[src/tone_gen_defines.svh]
`ifndef TONE_GEN_DEFINES_SVH
`define TONE_GEN_DEFINES_SVH
// Destination codes, in write order
`define DEST_T1_FREQ     3'h0
`define DEST_T1_ATT      3'h1
`define DEST_T2_FREQ     3'h2
`define DEST_T2_ATT      3'h3
`define DEST_T3_FREQ     3'h4
`define DEST_T3_ATT      3'h5
`define DEST_NOISE_CTL   3'h6
`define DEST_NOISE_ATT   3'h7
// Load latency in input clocks per variant
`define LOAD_CYC_SLOW    6'h04
`define LOAD_CYC_FAST    6'h20
// Attenuation code that silences a channel
`define ATT_OFF          4'hF
`define ATT_RESET        4'hF
// Noise shift register width and seed
`define LFSR_SEED        16'h8000
`endif

[src/tone_gen_pkg.sv]
`default_nettype none
// ==========================================
// Shared types
package tone_gen_pkg;
  // Loader state, one-hot
  typedef enum logic [2:0] {
    LD_IDLE = 3'b001,
    LD_BUSY = 3'b010,
    LD_DONE = 3'b100
  } load_state_t;
  // Host write state, one-hot
  typedef enum logic [2:0] {
    WR_IDLE = 3'b001,
    WR_WAIT = 3'b010,
    WR_END  = 3'b100
  } wr_state_t;
endpackage : tone_gen_pkg
`default_nettype wire

[src/tone_bus_if.sv]
`default_nettype none
// ==========================================
// Write bus between processor and tone generator
interface tone_bus_if;
  logic       chip_sel_n;  // Active-low chip select
  logic       write_n;     // Active-low write strobe
  logic [7:0] data;        // Index is line number; line 0 carries the MSB
  logic       ready;       // High once byte taken
  modport dev  (input chip_sel_n, input write_n, input data, output ready);
  modport host (output chip_sel_n, output write_n, output data, input ready);
endinterface : tone_bus_if
`default_nettype wire

[src/tone_gen_dev.sv]
`include "tone_gen_defines.svh"
`default_nettype none
module tone_gen_dev #(
  parameter bit FAST_VARIANT = 1'b1  // 1: fast clock, 32-cycle load
) (
  // Clock and reset
  input  wire logic       clk_sys_in,
  input  wire logic       rst_in,
  // Processor bus
  tone_bus_if.dev         bus,
  // Channel outputs: tone 1..3 in bits 0..2, noise in bit 3
  output logic [3:0]      wave_out,
  output logic [15:0]     level_cut_bits_out
);
  // ==========================================
  // Constants
  localparam logic [5:0] LOAD_CYC = FAST_VARIANT ? `LOAD_CYC_FAST : `LOAD_CYC_SLOW;

  // ==========================================
  // Bus synchronisers
  logic [1:0] cs_sync_q;   // Chip select, active low
  logic [1:0] we_sync_q;   // Write strobe, active low
  logic [7:0] data_q;      // Captured byte, reversed from bus order so bit 7 = MSB
  always_ff @(posedge clk_sys_in) begin
    if (rst_in) begin
      cs_sync_q <= 2'h3;
      we_sync_q <= 2'h3;
    end else begin
      cs_sync_q <= {cs_sync_q[0], bus.chip_sel_n};
      we_sync_q <= {we_sync_q[0], bus.write_n};
    end
  end
  wire cs_active_w = ~cs_sync_q[1];
  wire start_w     = cs_active_w & ~we_sync_q[1];

  // Reverse lines so index 7 holds line 0 (the MSB)
  function automatic logic [7:0] bus_order(input logic [7:0] d);
    for (int i = 0; i < 8; i++) bus_order[i] = d[7 - i];
  endfunction : bus_order

  // ==========================================
  // Loader state machine
  tone_gen_pkg::load_state_t st_q;
  logic [5:0] cnt_q;       // Load latency counter
  logic       ready_q;     // READY pin
  logic       commit_q;    // One-cycle strobe: write data_q
  always_ff @(posedge clk_sys_in) begin
    if (rst_in) begin
      st_q     <= tone_gen_pkg::LD_IDLE;
      cnt_q    <= 6'h00;
      ready_q  <= 1'b1;
      commit_q <= 1'b0;
      data_q   <= 8'h00;
    end else begin
      commit_q <= 1'b0;
      unique case (st_q)
        tone_gen_pkg::LD_IDLE: begin
          // Select alone already drops READY, so the host stalls early
          if (cs_active_w) ready_q <= 1'b0;
          else ready_q <= 1'b1;
          if (start_w) begin
            data_q <= bus_order(bus.data);
            cnt_q  <= LOAD_CYC - 6'h01;
            st_q   <= tone_gen_pkg::LD_BUSY;
          end
        end
        tone_gen_pkg::LD_BUSY: begin
          if (cnt_q == 6'h00) begin
            commit_q <= 1'b1;
            ready_q  <= 1'b1;
            st_q     <= tone_gen_pkg::LD_DONE;
          end else begin
            cnt_q <= cnt_q - 6'h01;
          end
        end
        tone_gen_pkg::LD_DONE: begin
          // Wait for the strobe to go away so one write loads once
          if (we_sync_q[1] | ~cs_active_w) st_q <= tone_gen_pkg::LD_IDLE;
        end
        default: st_q <= tone_gen_pkg::LD_IDLE;
      endcase
    end
  end
  assign bus.ready = ready_q;

  // ==========================================
  // Register file
  logic [2:0] dest_q;          // Latched destination_select
  logic [9:0] period_q [3];    // Half-period per tone
  logic [3:0] att_q    [4];    // Attenuation per channel
  logic [2:0] noise_ctl_q;     // {feedback, rate[1:0]}
  logic       noise_clr_q;     // Pulse: noise control written
  wire        first_w  = data_q[7];                 // Format bit
  wire [2:0]  dsel_w   = first_w ? data_q[6:4] : dest_q;
  wire [1:0]  chan_w   = dsel_w[2:1];
  wire        is_att_w = dsel_w[0];
  always_ff @(posedge clk_sys_in) begin
    if (rst_in) begin
      dest_q      <= `DEST_T1_FREQ;
      noise_ctl_q <= 3'h0;
      noise_clr_q <= 1'b0;
      for (int i = 0; i < 3; i++) period_q[i] <= 10'h000;
      for (int i = 0; i < 4; i++) att_q[i] <= `ATT_RESET;
    end else begin
      noise_clr_q <= 1'b0;
      if (commit_q) begin
        if (first_w) dest_q <= data_q[6:4];
        if (is_att_w) begin
          att_q[chan_w] <= data_q[3:0];
        end else if (dsel_w == `DEST_NOISE_CTL) begin
          noise_ctl_q <= data_q[2:0];
          noise_clr_q <= 1'b1;
        end else if (first_w) begin
          // First byte carries the four low-order bits (F6..F9)
          period_q[chan_w][3:0] <= data_q[3:0];
        end else begin
          // Second byte carries the six high-order bits (F0..F5)
          period_q[chan_w][9:4] <= data_q[5:0];
        end
      end
    end
  end

  // ==========================================
  // Tone channels: half-rate down counters
  logic       half_q;           // Divide-by-two enable
  logic [9:0] tcnt_q [3];
  logic [2:0] tone_q;
  always_ff @(posedge clk_sys_in) begin
    if (rst_in) begin
      half_q <= 1'b0;
      tone_q <= 3'h0;
      for (int i = 0; i < 3; i++) tcnt_q[i] <= 10'h000;
    end else begin
      half_q <= ~half_q;
      if (half_q) begin
        for (int i = 0; i < 3; i++) begin
          // Borrow on the step from one to zero, so a value n lasts n steps
          if (tcnt_q[i] <= 10'h001) begin
            tcnt_q[i] <= period_q[i];
            tone_q[i] <= ~tone_q[i];
          end else begin
            tcnt_q[i] <= tcnt_q[i] - 10'h001;
          end
        end
      end
    end
  end

  // ==========================================
  // Noise channel: LFSR clocked from a fixed divider or tone 3
  logic [7:0]  ndiv_q;         // Free divider for shift rates
  logic        t3_prev_q;      // Tone 3 edge detect
  logic [15:0] lfsr_q;
  wire nstep_w = (noise_ctl_q[1:0] == 2'h0) ? (ndiv_q[5:0] == 6'h3F) :
                 (noise_ctl_q[1:0] == 2'h1) ? (ndiv_q[6:0] == 7'h7F) :
                 (noise_ctl_q[1:0] == 2'h2) ? (ndiv_q == 8'hFF) :
                 (tone_q[2] & ~t3_prev_q);
  // Zero-lock guard: an empty register is refilled with the seed
  wire nfb_w = noise_ctl_q[2] ? (lfsr_q[0] ^ lfsr_q[1]) : lfsr_q[0];
  always_ff @(posedge clk_sys_in) begin
    if (rst_in) begin
      ndiv_q    <= 8'h00;
      t3_prev_q <= 1'b0;
      lfsr_q    <= `LFSR_SEED;
    end else begin
      ndiv_q    <= ndiv_q + 8'h01;
      t3_prev_q <= tone_q[2];
      if (noise_clr_q | (lfsr_q == 16'h0000)) lfsr_q <= `LFSR_SEED;
      else if (nstep_w) lfsr_q <= {nfb_w, lfsr_q[15:1]};
    end
  end

  // ==========================================
  // Output registers
  always_ff @(posedge clk_sys_in) begin
    if (rst_in) begin
      wave_out           <= 4'h0;
      level_cut_bits_out <= {4{`ATT_OFF}};
    end else begin
      wave_out           <= {lfsr_q[0], tone_q};
      level_cut_bits_out <= {att_q[3], att_q[2], att_q[1], att_q[0]};
    end
  end
endmodule : tone_gen_dev
`default_nettype wire

[src/flat_wrapper.sv]
// flat-port wrapper written by rule: the top's interface ports become plain ports
module tone_gen_dev_flat 
#(
  parameter bit FAST_VARIANT = 1'b1                                 
)
  (clk_sys_in, rst_in, wave_out, level_cut_bits_out, bus_chip_sel_n, bus_write_n, bus_data, bus_ready);
  tone_bus_if bus_i ();
  input  wire logic clk_sys_in;
  input  wire logic rst_in;
  output logic [3:0] wave_out;
  output logic [15:0] level_cut_bits_out;
  input wire logic [$bits(bus_i.chip_sel_n)-1:0] bus_chip_sel_n;
  input wire logic [$bits(bus_i.write_n)-1:0] bus_write_n;
  input wire logic [$bits(bus_i.data)-1:0] bus_data;
  output wire logic [$bits(bus_i.ready)-1:0] bus_ready;
  assign bus_i.chip_sel_n = bus_chip_sel_n;
  assign bus_i.write_n = bus_write_n;
  assign bus_i.data = bus_data;
  assign bus_ready = bus_i.ready;
  tone_gen_dev #(.FAST_VARIANT(FAST_VARIANT)) u_core (.clk_sys_in(clk_sys_in), .rst_in(rst_in), .bus(bus_i), .wave_out(wave_out), .level_cut_bits_out(level_cut_bits_out));
endmodule
[config.mk]
export PLATFORM = sky130hd
export DESIGN_NAME = tone_gen_dev_flat
export DESIGN_NICKNAME = d
export VERILOG_FILES = /design/src/tone_gen_pkg.sv /design/src/tone_bus_if.sv /design/src/tone_gen_dev.sv /design/src/flat_wrapper.sv
export VERILOG_INCLUDE_DIRS = /design/src /design/src/src
export SDC_FILE = /design/constraint.sdc
export NUM_CORES = 1
export LEC_CHECK = 0
export ABC_AREA = 1
export BUFFER_PORTS_ARGS = -buffer_cell sky130_fd_sc_hd__buf_2
export CAP_MARGIN = 25
export CORE_MARGIN = 4
export CORE_UTILIZATION = 35
export DETAILED_ROUTE_END_ITERATION = 12
export MAX_ROUTING_LAYER = met4
export PLACE_DENSITY = 0.51
export SETUP_SLACK_MARGIN = 0.1
export SYNTH_ARGS = -nofsm -noshare
export SYNTH_HDL_FRONTEND = slang
export SYNTH_SLANG_ARGS = --single-unit
[constraint.sdc]
create_clock -name clk_sys_in -period 5.5 [get_ports clk_sys_in]
set_clock_uncertainty 0.05 [all_clocks]
set_input_delay 0.55 -clock clk_sys_in [delete_from_list [all_inputs] [get_ports clk_sys_in]]
set_output_delay 0.55 -clock clk_sys_in [all_outputs]
set_load 0.1 [all_outputs]
# Yosys cells after proc, flatten, opt, wreduce, memory -nomap -nowiden
# Memories as Yosys holds them, arrays and structs flattened. A register that Yosys moved wholly into a read port is not among the register bits.
# Cells that the tools add are included.
# word_totals
elab_cells	151
out_inout_bits	21
reg_bits	63
inputBits	12
n_memories	3
ram_bits	76
# memory_table
name	depth	width	read_ports	rd_ports_with_merged_regs	wr	line	source
u_core.period_q	3	10	3	0	3	tone_gen_dev.sv:89	logic [9:0] period_q [3];
u_core.tcnt_q	3	10	3	0	3	tone_gen_dev.sv:127	logic [9:0] tcnt_q [3];
u_core.att_q	4	4	4	4	4	tone_gen_dev.sv:90	logic [3:0] att_q [4];
# op_classes
eq_ne	13
mux	71
addsub	5
magnitude_cmp	3
n_reduce_logical	17
bitwise_logic	21
# op_table
operator	n
$mux W10	7
$mux W1	51
$le A10 B1 Y1 const B	3
$sub A10 B1 Y10 const B	3
$logic_not A16 Y1	1
$mux W3	4
$mux W6	2
$pmux W6 S2	1
$not A1 Y1	10
$reduce_and A2 Y1	5
$reduce_or A10 Y1	1
$pmux W3 S3	1
$reduce_and A3 Y1	3
$add A8 B1 Y8 const B	1
$eq A8 B8 Y1 const B	1
$or A1 B1 Y1	8
$eq A7 B7 Y1 const B	1
$eq A3 B3 Y1 const B	2
$eq A6 B6 Y1 const B	1
$logic_not A6 Y1	1
$mux W2	3
$ne A2 B1 Y1 const B	3
$sub A6 B1 Y6 const B	1
$mux W4	1
13 further kinds	15

# Logic depth before layout (Yosys ltp)
# Gate-level depths: netlist of the first run.
# logic_depth
word_depth	9
depth_mapped	10

# Worst setup path after synthesis of the first run
# Ideal clock, no wire load.
# synth_timing
path_kind	in2reg
start	input port rst_in
end	memory u_core.tcnt_q[0][0] (enable)
required_ps	5065
arrival_ps	1713
path_stages	4
setup_slack_ps	3353
path_cell_list	buf_2 -> clkbuf_1 -> nor2_1 -> inv_1
# synth_lines
item	line	source
start: declaration	flat_wrapper.sv:9	input wire logic rst_in;
end: declaration	tone_gen_dev.sv:127	

==> results of run 1 <==
==> through the flow <==
stage | hold slack (ns) | instance area, sq um | instances | power [mW]
2_1_floorplan | 0.339 | 6870 | 773 | 1.43
3_3_place_gp | 0.342 | 7280 | 1049 | 1.47
3_5_place_dp | 0.342 | 7280 | 1049 | 1.47
4_1_cts | 0.243 | 7870 | 1081 | 2.64
5_1_grt | 0.255 | 7870 | 1081 | 2.73
6_report | 0.265 | 7870 | 1081 | 2.61
==> power by group <==
group / internal [mW] / switching (mW) / leakage [nW]
Clock: 0.679 / 0.486 / 0.272
Sequential: 1.24 / 0.0257 / 1.37
Combinational: 0.0567 / 0.120 / 1.42
Total: 1.98 / 0.632 / 3.06
==> per-layer routing <==
layer / vias up / global-route usage (%) / wire (microns)
met3: 16 / 3.05 / 347
li1: 2583 / - / -
met5: - / - / 0
met4: 0 / 3.60 / 142
met1: 2199 / 18.5 / 7100
met2: 61 / 19.9 / 5860
==> cell families (layout without fill, tap and decap cells) <==
family	after synthesis	in the layout	share of synthesized area, %
flops	154	154	55.9
fa+ha+maj	10	10	1.82
simple gates	393	393	26.6
compound gates	81	81	6.54
buf+inv	118	166	6.92
xor+xnor	17	17	2.17
==> layout by cell type (no fill, tap or decap), types with 7 or more instances in the layout <==
cell / count
edfxtp_1: 76
nor2_2: 8
clkbuf_16: 17
nand3_1: 32
xor2_1: 10
a21oi_1: 26
nand2_1: 150
o21ai_0: 46
or2_2: 22
nor2_1: 126
nand4_1: 32
xnor2_1: 7
dfxtp_1: 78
ha_1: 10
inv_1: 93
buf_2: 32
==> state kept, by name, indices dropped and copies added (netlist names), 4 cells and up <==
register and count:
u_core.ndiv_q 8, u_core.level_cut_bits_out 4, level_cut_bits_out 12, u_core.cnt_q 6, u_core.att_q 16, u_core.lfsr_q 16
u_core.tcnt_q 30, u_core.period_q 30, u_core.wave_out 4, u_core.data_q 8
==> worst min-delay path by stage <==
stage | cells past startpoint | startpoint | to | slack, ns
after CTS | 2 | bus_write_n | u_core.we_sync_q[0]$_SDFF_PP1_ | 0.24
after floorplan | 1 | u_core.cs_sync_q[0]$_SDFF_PP1_ | u_core.cs_sync_q[1]$_SDFF_PP1_ | 0.34
after detailed placement | 1 | u_core.we_sync_q[0]$_SDFF_PP1_ | u_core.we_sync_q[1]$_SDFF_PP1_ | 0.34
after global routing | 2 | bus_write_n | u_core.we_sync_q[0]$_SDFF_PP1_ | 0.26
final | 2 | bus_write_n | u_core.we_sync_q[0]$_SDFF_PP1_ | 0.27
after global placement | 1 | u_core.we_sync_q[0]$_SDFF_PP1_ | u_core.we_sync_q[1]$_SDFF_PP1_ | 0.34
==> cell type report <==
cell class	instances	area, sq um
repair buffers	35	183
flip-flops and latches	154	3840
clock buffers	18	429
clock inverters	14	161
well taps	260	325
multi-input cells	501	2550
fillers	1952	11100
inverters	99	374
==> cells in the mapped netlist (2+ instances only) <==
| master | number |
|---|---|
| nand2_1 | 150 |
| nor2_1 | 126 |
| inv_1 | 93 |
| dfxtp_1 | 78 |
| edfxtp_1 | 76 |
| o21ai_0 | 46 |
| nand3_1 | 32 |
| nand4_1 | 32 |
| a21oi_1 | 26 |
| or2_2 | 22 |
| ha_1 | 10 |
| xor2_1 | 10 |
| clkbuf_1 | 8 |
| nor2_2 | 8 |
| xnor2_1 | 7 |
| buf_2 | 6 |
| nor2_4 | 4 |
| clkinv_1 | 3 |
| nand2_2 | 3 |
| nor3_1 | 3 |
| buf_4 | 2 |
| buf_6 | 2 |
| inv_2 | 2 |
| nand3b_1 | 2 |
| nand4_4 | 2 |
| nor3_4 | 2 |
| o21a_1 | 2 |
| o21ai_1 | 2 |
| o21ai_4 | 2 |
| or2_1 | 2 |
==> results.cfg, run 1 <==
[sta]
max_freq_mhz = 464
drv_slew = 0
relSlewSlack_pct = 67.3
worst_pin_slew_ns = 0.494
period_share_pct = 39.2
rsz0062_at_grt = no
setup_viol = 0
setup_slack_ns = 3.35
hold_viol = 0
finalSetupTns_ns = 0
fin_crit_ns = 2.15

[logic_synthesis]
synthCells = 773
synth_top_area_share_pct = 33.2
yosys_most_used_dff = dfxtp_1
yosysWarnings = 0
yosys.area.top_type = edfxtp_1
syn_nets = 795
seq_area_frac_synth_pct = 55.9
synth_edf_count = 76
ys_async_sr_fraction_pct = 0
netlist_area_sq_um = 6870
synth_area_leaders = edfxtp_1 (33%), dfxtp_1 (23%), nand2_1 (8.2%), nor2_1 (6.9%), inv_1 (5.1%)
ys_ff_latch = 154
ys_types = 40
syn_avg_cell_area_sq_um = 8.89

[final_layout]
antenna_cells = 0
final_nets = 830
fin_util_pct = 41.4
synthToLayoutAreaGrowth_pct = 14.5
drive_gt1_share_pct = 14.3

[worst_setup_path]
ff2ff_setup_slack_ns = 3.35
crit_buf_inv = 2
slowest_stage = edfxtp_1
required_ns = 5.62
reg2reg_from = u_core.tcnt_q[2][0]$_DFFE_PP_
crit_chain = inv_1 -> ha_1 -> or2_0 -> nand3_1 -> nor2_1 -> nor2_2 -> inv_1 -> o21ai_0
worstSetupEndpointType = flop
critical_path.endpoint = u_core.tcnt_q[2][4]$_DFFE_PP_
start_kind = flop
setup.worst_path.start = u_core.tcnt_q[2][0]$_DFFE_PP_
cpMostUsedCell = inv_1
path_class = flop to flop
worstPathArrival_ns = 2.27
r2r-end = u_core.tcnt_q[2][4]$_DFFE_PP_
critical_path.max_stage_delay_ns = 0.46
cp_top_family = simple AND/OR/NAND/NOR gates
path_max_fanout = 6
cp.depth = 8
rr_worst_depth = 8

[clock_network]
post_cts_resized = 0
ctsHoldBuffers = 0
clkTransAtPathRegs_ns = 0.06
clock_sinks = 154
postCtsSetupBuffers = 0
cts_tree = yes
cts-buffers-inserted = 17
cts-root-buf = clkbuf_16
clock_path_buffers = 2
cts-htree-levels = 4
clk_latency_ns = 0.42

[floorplanning]
row_count = 50
num_io_pins = 33
core_sq_um = 19000
die-area_sq_um = 21900
die_w_microns = 148
die_y_microns = 148
initial_core_util_pct = 36.1

[power]
peakVddDrop_mv = 0.237
powerDensity_nw_per_um2 = 332
leakagePower_nw = 3.06

[global_routing]
grt_first_pass_wirelength_mm = 23.4
grt_start_max_net_pins = 48
gr-usage-all-layers_pct = 13.4
grt_pass1_vias = 4752
antenna_found_initial = 0
grt_overflow = 0

[run]
maxCapViolCount = 0

[route]
avgViaCountPerCell = 4.49
remaining_drc_errors = 0
vias = 4859
first_iter_violations = 260
dr.pass1.iters = 4
routed_wl_mm = 13.5
final_antenna_net_count = 0
avgRoutedWirePerCell_microns = 12.4

[min_path]
min_path_type = input port to flop

[placed_design]
io_buffers = 32
place.gp.congestion = 0.786
dp_hpwl_mm = 9.31
dp_slack_ns = 3.14

[status]
outcome = completed
Note: power is estimated with default switching activity, not from simulation.
==> run 2: changes to the inputs <==
--- a/config.mk
+++ b/config.mk
@@ -6,7 +6,7 @@
 export SDC_FILE = /design/constraint.sdc
 export NUM_CORES = 1
 export LEC_CHECK = 0
-export ABC_AREA = 1
+export ABC_AREA = 0
 export BUFFER_PORTS_ARGS = -buffer_cell sky130_fd_sc_hd__buf_2
 export CAP_MARGIN = 25
 export CORE_MARGIN = 4
==> constraint.sdc (replaced) <==
create_clock -name clk_sys_in -period 2.2 [get_ports clk_sys_in]
set_clock_uncertainty 0.05 [all_clocks]
set_input_delay 0.22 -clock clk_sys_in [delete_from_list [all_inputs] [get_ports clk_sys_in]]
set_output_delay 0.22 -clock clk_sys_in [all_outputs]
set_load 0.1 [all_outputs]
==> run 2 against run 1 <==
Compared with the run above:
- core utilization grew 2.6 points
- final area grew 1.8%
- flip-flop and latch count is the same
- sequential share of layout area shrank 0.87 points
- register-to-register slack lost 3.2 ns
- critical path depth shrank 4
- clock-buffer cell count is the same
- maximum frequency grew 3.4%
- global-route usage is essentially flat
- wire length shrank 2.4%
- total power grew to 2.5 times the previous value
- critical path type unchanged
- critical endpoint unchanged
- largest cell class unchanged
==> results.cfg, run 2 <==
[floorplanning]
num_io_pins = 33
row_count = 49
die-area_sq_um = 21100
core_sq_um = 18200
die_y_microns = 145
die_w_microns = 145
initial_core_util_pct = 36.2

[power]
leakagePower_nw = 2.93
total_power_mw = 6.64
powerDensity_nw_per_um2 = 829
peakVddDrop_mv = 0.539
clockPowerShare_pct = 44.8
pwr-share-seq_pct = 47.6
internal_power_mw = 5.13
combPwrFrac_pct = 7.6
switchingPower_mw = 1.51
swShare_pct = 22.7

[route]
final_antenna_net_count = 0
routed_wl_mm = 13.1
vias = 4433
first_iter_violations = 237
remaining_drc_errors = 0
dr.pass1.iters = 5
avgViaCountPerCell = 4.87
avgRoutedWirePerCell_microns = 14.4

[logic_synthesis]
synth_edf_count = 76
ys_async_sr_fraction_pct = 0
ys_ff_latch = 154
yosysWarnings = 0
yosys_most_used_dff = dfxtp_1
seq_area_frac_synth_pct = 58.3
synth_area_leaders = edfxtp_1 (35%), dfxtp_1 (24%), mux2i_1 (3.2%), nand2_1 (3.2%), nor2_1 (2.8%)
synth.most_common_cell = dfxtp_1
syn_avg_cell_area_sq_um = 11.0
synth_xor_area_share_pct = 2.92
synth_top_area_share_pct = 34.6
synthCells = 598
synthMuxAreaShare_pct = 3.87
syn_nets = 620
synth_compound_area_share_pct = 9.84
netlist_area_sq_um = 6590
synth_top_family_by_area = simple AND/OR/NAND/NOR gates
yosys-top-cells-count = dfxtp_1 (78), edfxtp_1 (76), nand2_1 (56)
synthAdderAreaFrac_pct = 1.90
yosys.area.top_type = edfxtp_1
yosys.area_share.simple_pct = 20.2
ys_types = 62

[worst_setup_path]
required_ns = 2.32
cp_top_family = simple AND/OR/NAND/NOR gates
slowest_stage = or4_4
path_max_fanout = 7
path_class = flop to flop
crit_chain = or4_4 -> or3_4 -> o21ai_4 -> o2bb2ai_1
worstSetupEndpointType = flop
critical_path.max_stage_delay_ns = 0.56
start_kind = flop
crit_buf_inv = 0
worstPathArrival_ns = 2.20

[sta]
drv_slew = 0
rsz0062_at_grt = yes
finalSetupTns_ns = 0
hold_viol = 0
fin_crit_ns = 2.08
period_share_pct = 94.7
setup_viol = 0
max_freq_mhz = 480
setup_slack_ns = 0.117
timing.hold.ws_ns = 0.0253
worst_pin_slew_ns = 0.684
relSlewSlack_pct = 54.1

[final_layout]
multiInputGateArea_sq_um = 2660
final_cell_area_sq_um = 8010
drive_gt1_share_pct = 18.2
fin_util_pct = 44.0
n_fill_cell = 1698
regArea_sq_um = 3840
antenna_cells = 0
fin_cells = 911
synthToLayoutAreaGrowth_pct = 21.6
layout_commonest_cell = dfxtp_1
final_nets = 691
reg_top3 = u_core.period_q x30, u_core.tcnt_q x30
final_cell_mix = dfxtp_1 (78), edfxtp_1 (76), nand2_1 (56)

[clock_network]
cts-htree-levels = 4
cts-buffers-inserted = 17
clkTransAtPathRegs_ns = 0.06
cts-root-buf = clkbuf_16
clk_latency_ns = 0.42
clock_sinks = 154
cts_tree = yes
clock_path_buffers = 2

[global_routing]
gr-usage-all-layers_pct = 13.3
grt_start_max_net_pins = 48
antenna_found_initial = 0
grt_first_pass_wirelength_mm = 22.2
grt_overflow = 0
grt_pass1_vias = 4542

[placed_design]
io_buffers = 32
place.gp.congestion = 0.790
dp_slack_ns = -0.0518
postPlaceCellArea_sq_um = 7120
dp_hpwl_mm = 9.29
dp.cells = 860

[status]
outcome = completed

[min_path]
min_path_type = input port to flop

[run]
maxCapViolCount = 0
run 2: cell count changes after synthesis, sizes merged, moves of 25 or more:
cell	change
nand2	-98
nor2	-88
inv	-73
o21ai	-44
nand4	-33
nand3	-25
run 2: power groups by stage:
stage / combinational, mW / sequential (mW) / clock [mW]
after floorplan: 0.306 / 3.21 / 0
after global placement: 0.424 / 3.22 / 0
after detailed placement: 0.433 / 3.22 / 0
after CTS: 0.459 / 3.16 / 3.05
after global routing: 0.557 / 3.17 / 3.18
final: 0.504 / 3.16 / 2.98
run 2: timing repair:
action | in CTS | in global routing
pin swaps | 1 | 11
endpoints found under the setup margin | 24 | 31
hold endpoints to repair | 8 | 0
resized for setup | 6 | 14
setup buffers | 0 | 11
hold buffers | 8 | 0
run 2: worst register-to-register path, stage by stage, from the launching register on:
cell and delay [ns]:
edfxtp_1 0.39, or4_4 0.56, or3_4 0.46, o21ai_4 0.27, o2bb2ai_1 0.10
run 2: worst paths after layout:
path / startpoint / end / slack (ns) / cells after the start
max: u_core.tcnt_q[2][2]$_DFFE_PP_ / u_core.tcnt_q[2][4]$_DFFE_PP_ / 0.12 / 4
min: bus_data[0] / u_core.data_q[7]$_SDFFE_PP0P_ / 0.03 / 3
max reg2reg: u_core.tcnt_q[2][2]$_DFFE_PP_ / u_core.tcnt_q[2][4]$_DFFE_PP_ / 0.12 / 4
min reg2reg: u_core.cs_sync_q[0]$_SDFF_PP1_ / u_core.cs_sync_q[1]$_SDFF_PP1_ / 0.36 / 1
run 2: kinds of logic (layout without fill, tap and decap cells):
family                   count (synthesis)  count (layout)
AND/OR/NAND/NOR                        250             250
flip-flops                             154             154
AO/OA/AOI/OAI                           89              89
buffers and inverters                   48             132
multiplexers                            25              25
XOR/XNOR                                22              22
adder cells (fa/ha/maj)                 10              10
run 2: cell type report:
cell class                 instances  area share, %
tap                              229           3.58
timing repair buffer              77           6.62
clock inverter                    14           2.09
inverter                          23           1.08
sequential                       154           48.0
clock buffer                      18           5.48
multi-input combinational        396           33.2
run 2: routing by layer:
layer  wire, microns  part of all wire (%)  GRT usage [%]
met1            6160                    47           16.0
met2            6440                    49           21.8
met3             322                   2.5           3.09
met4             199                   1.5           5.37
met5               0                     0              -
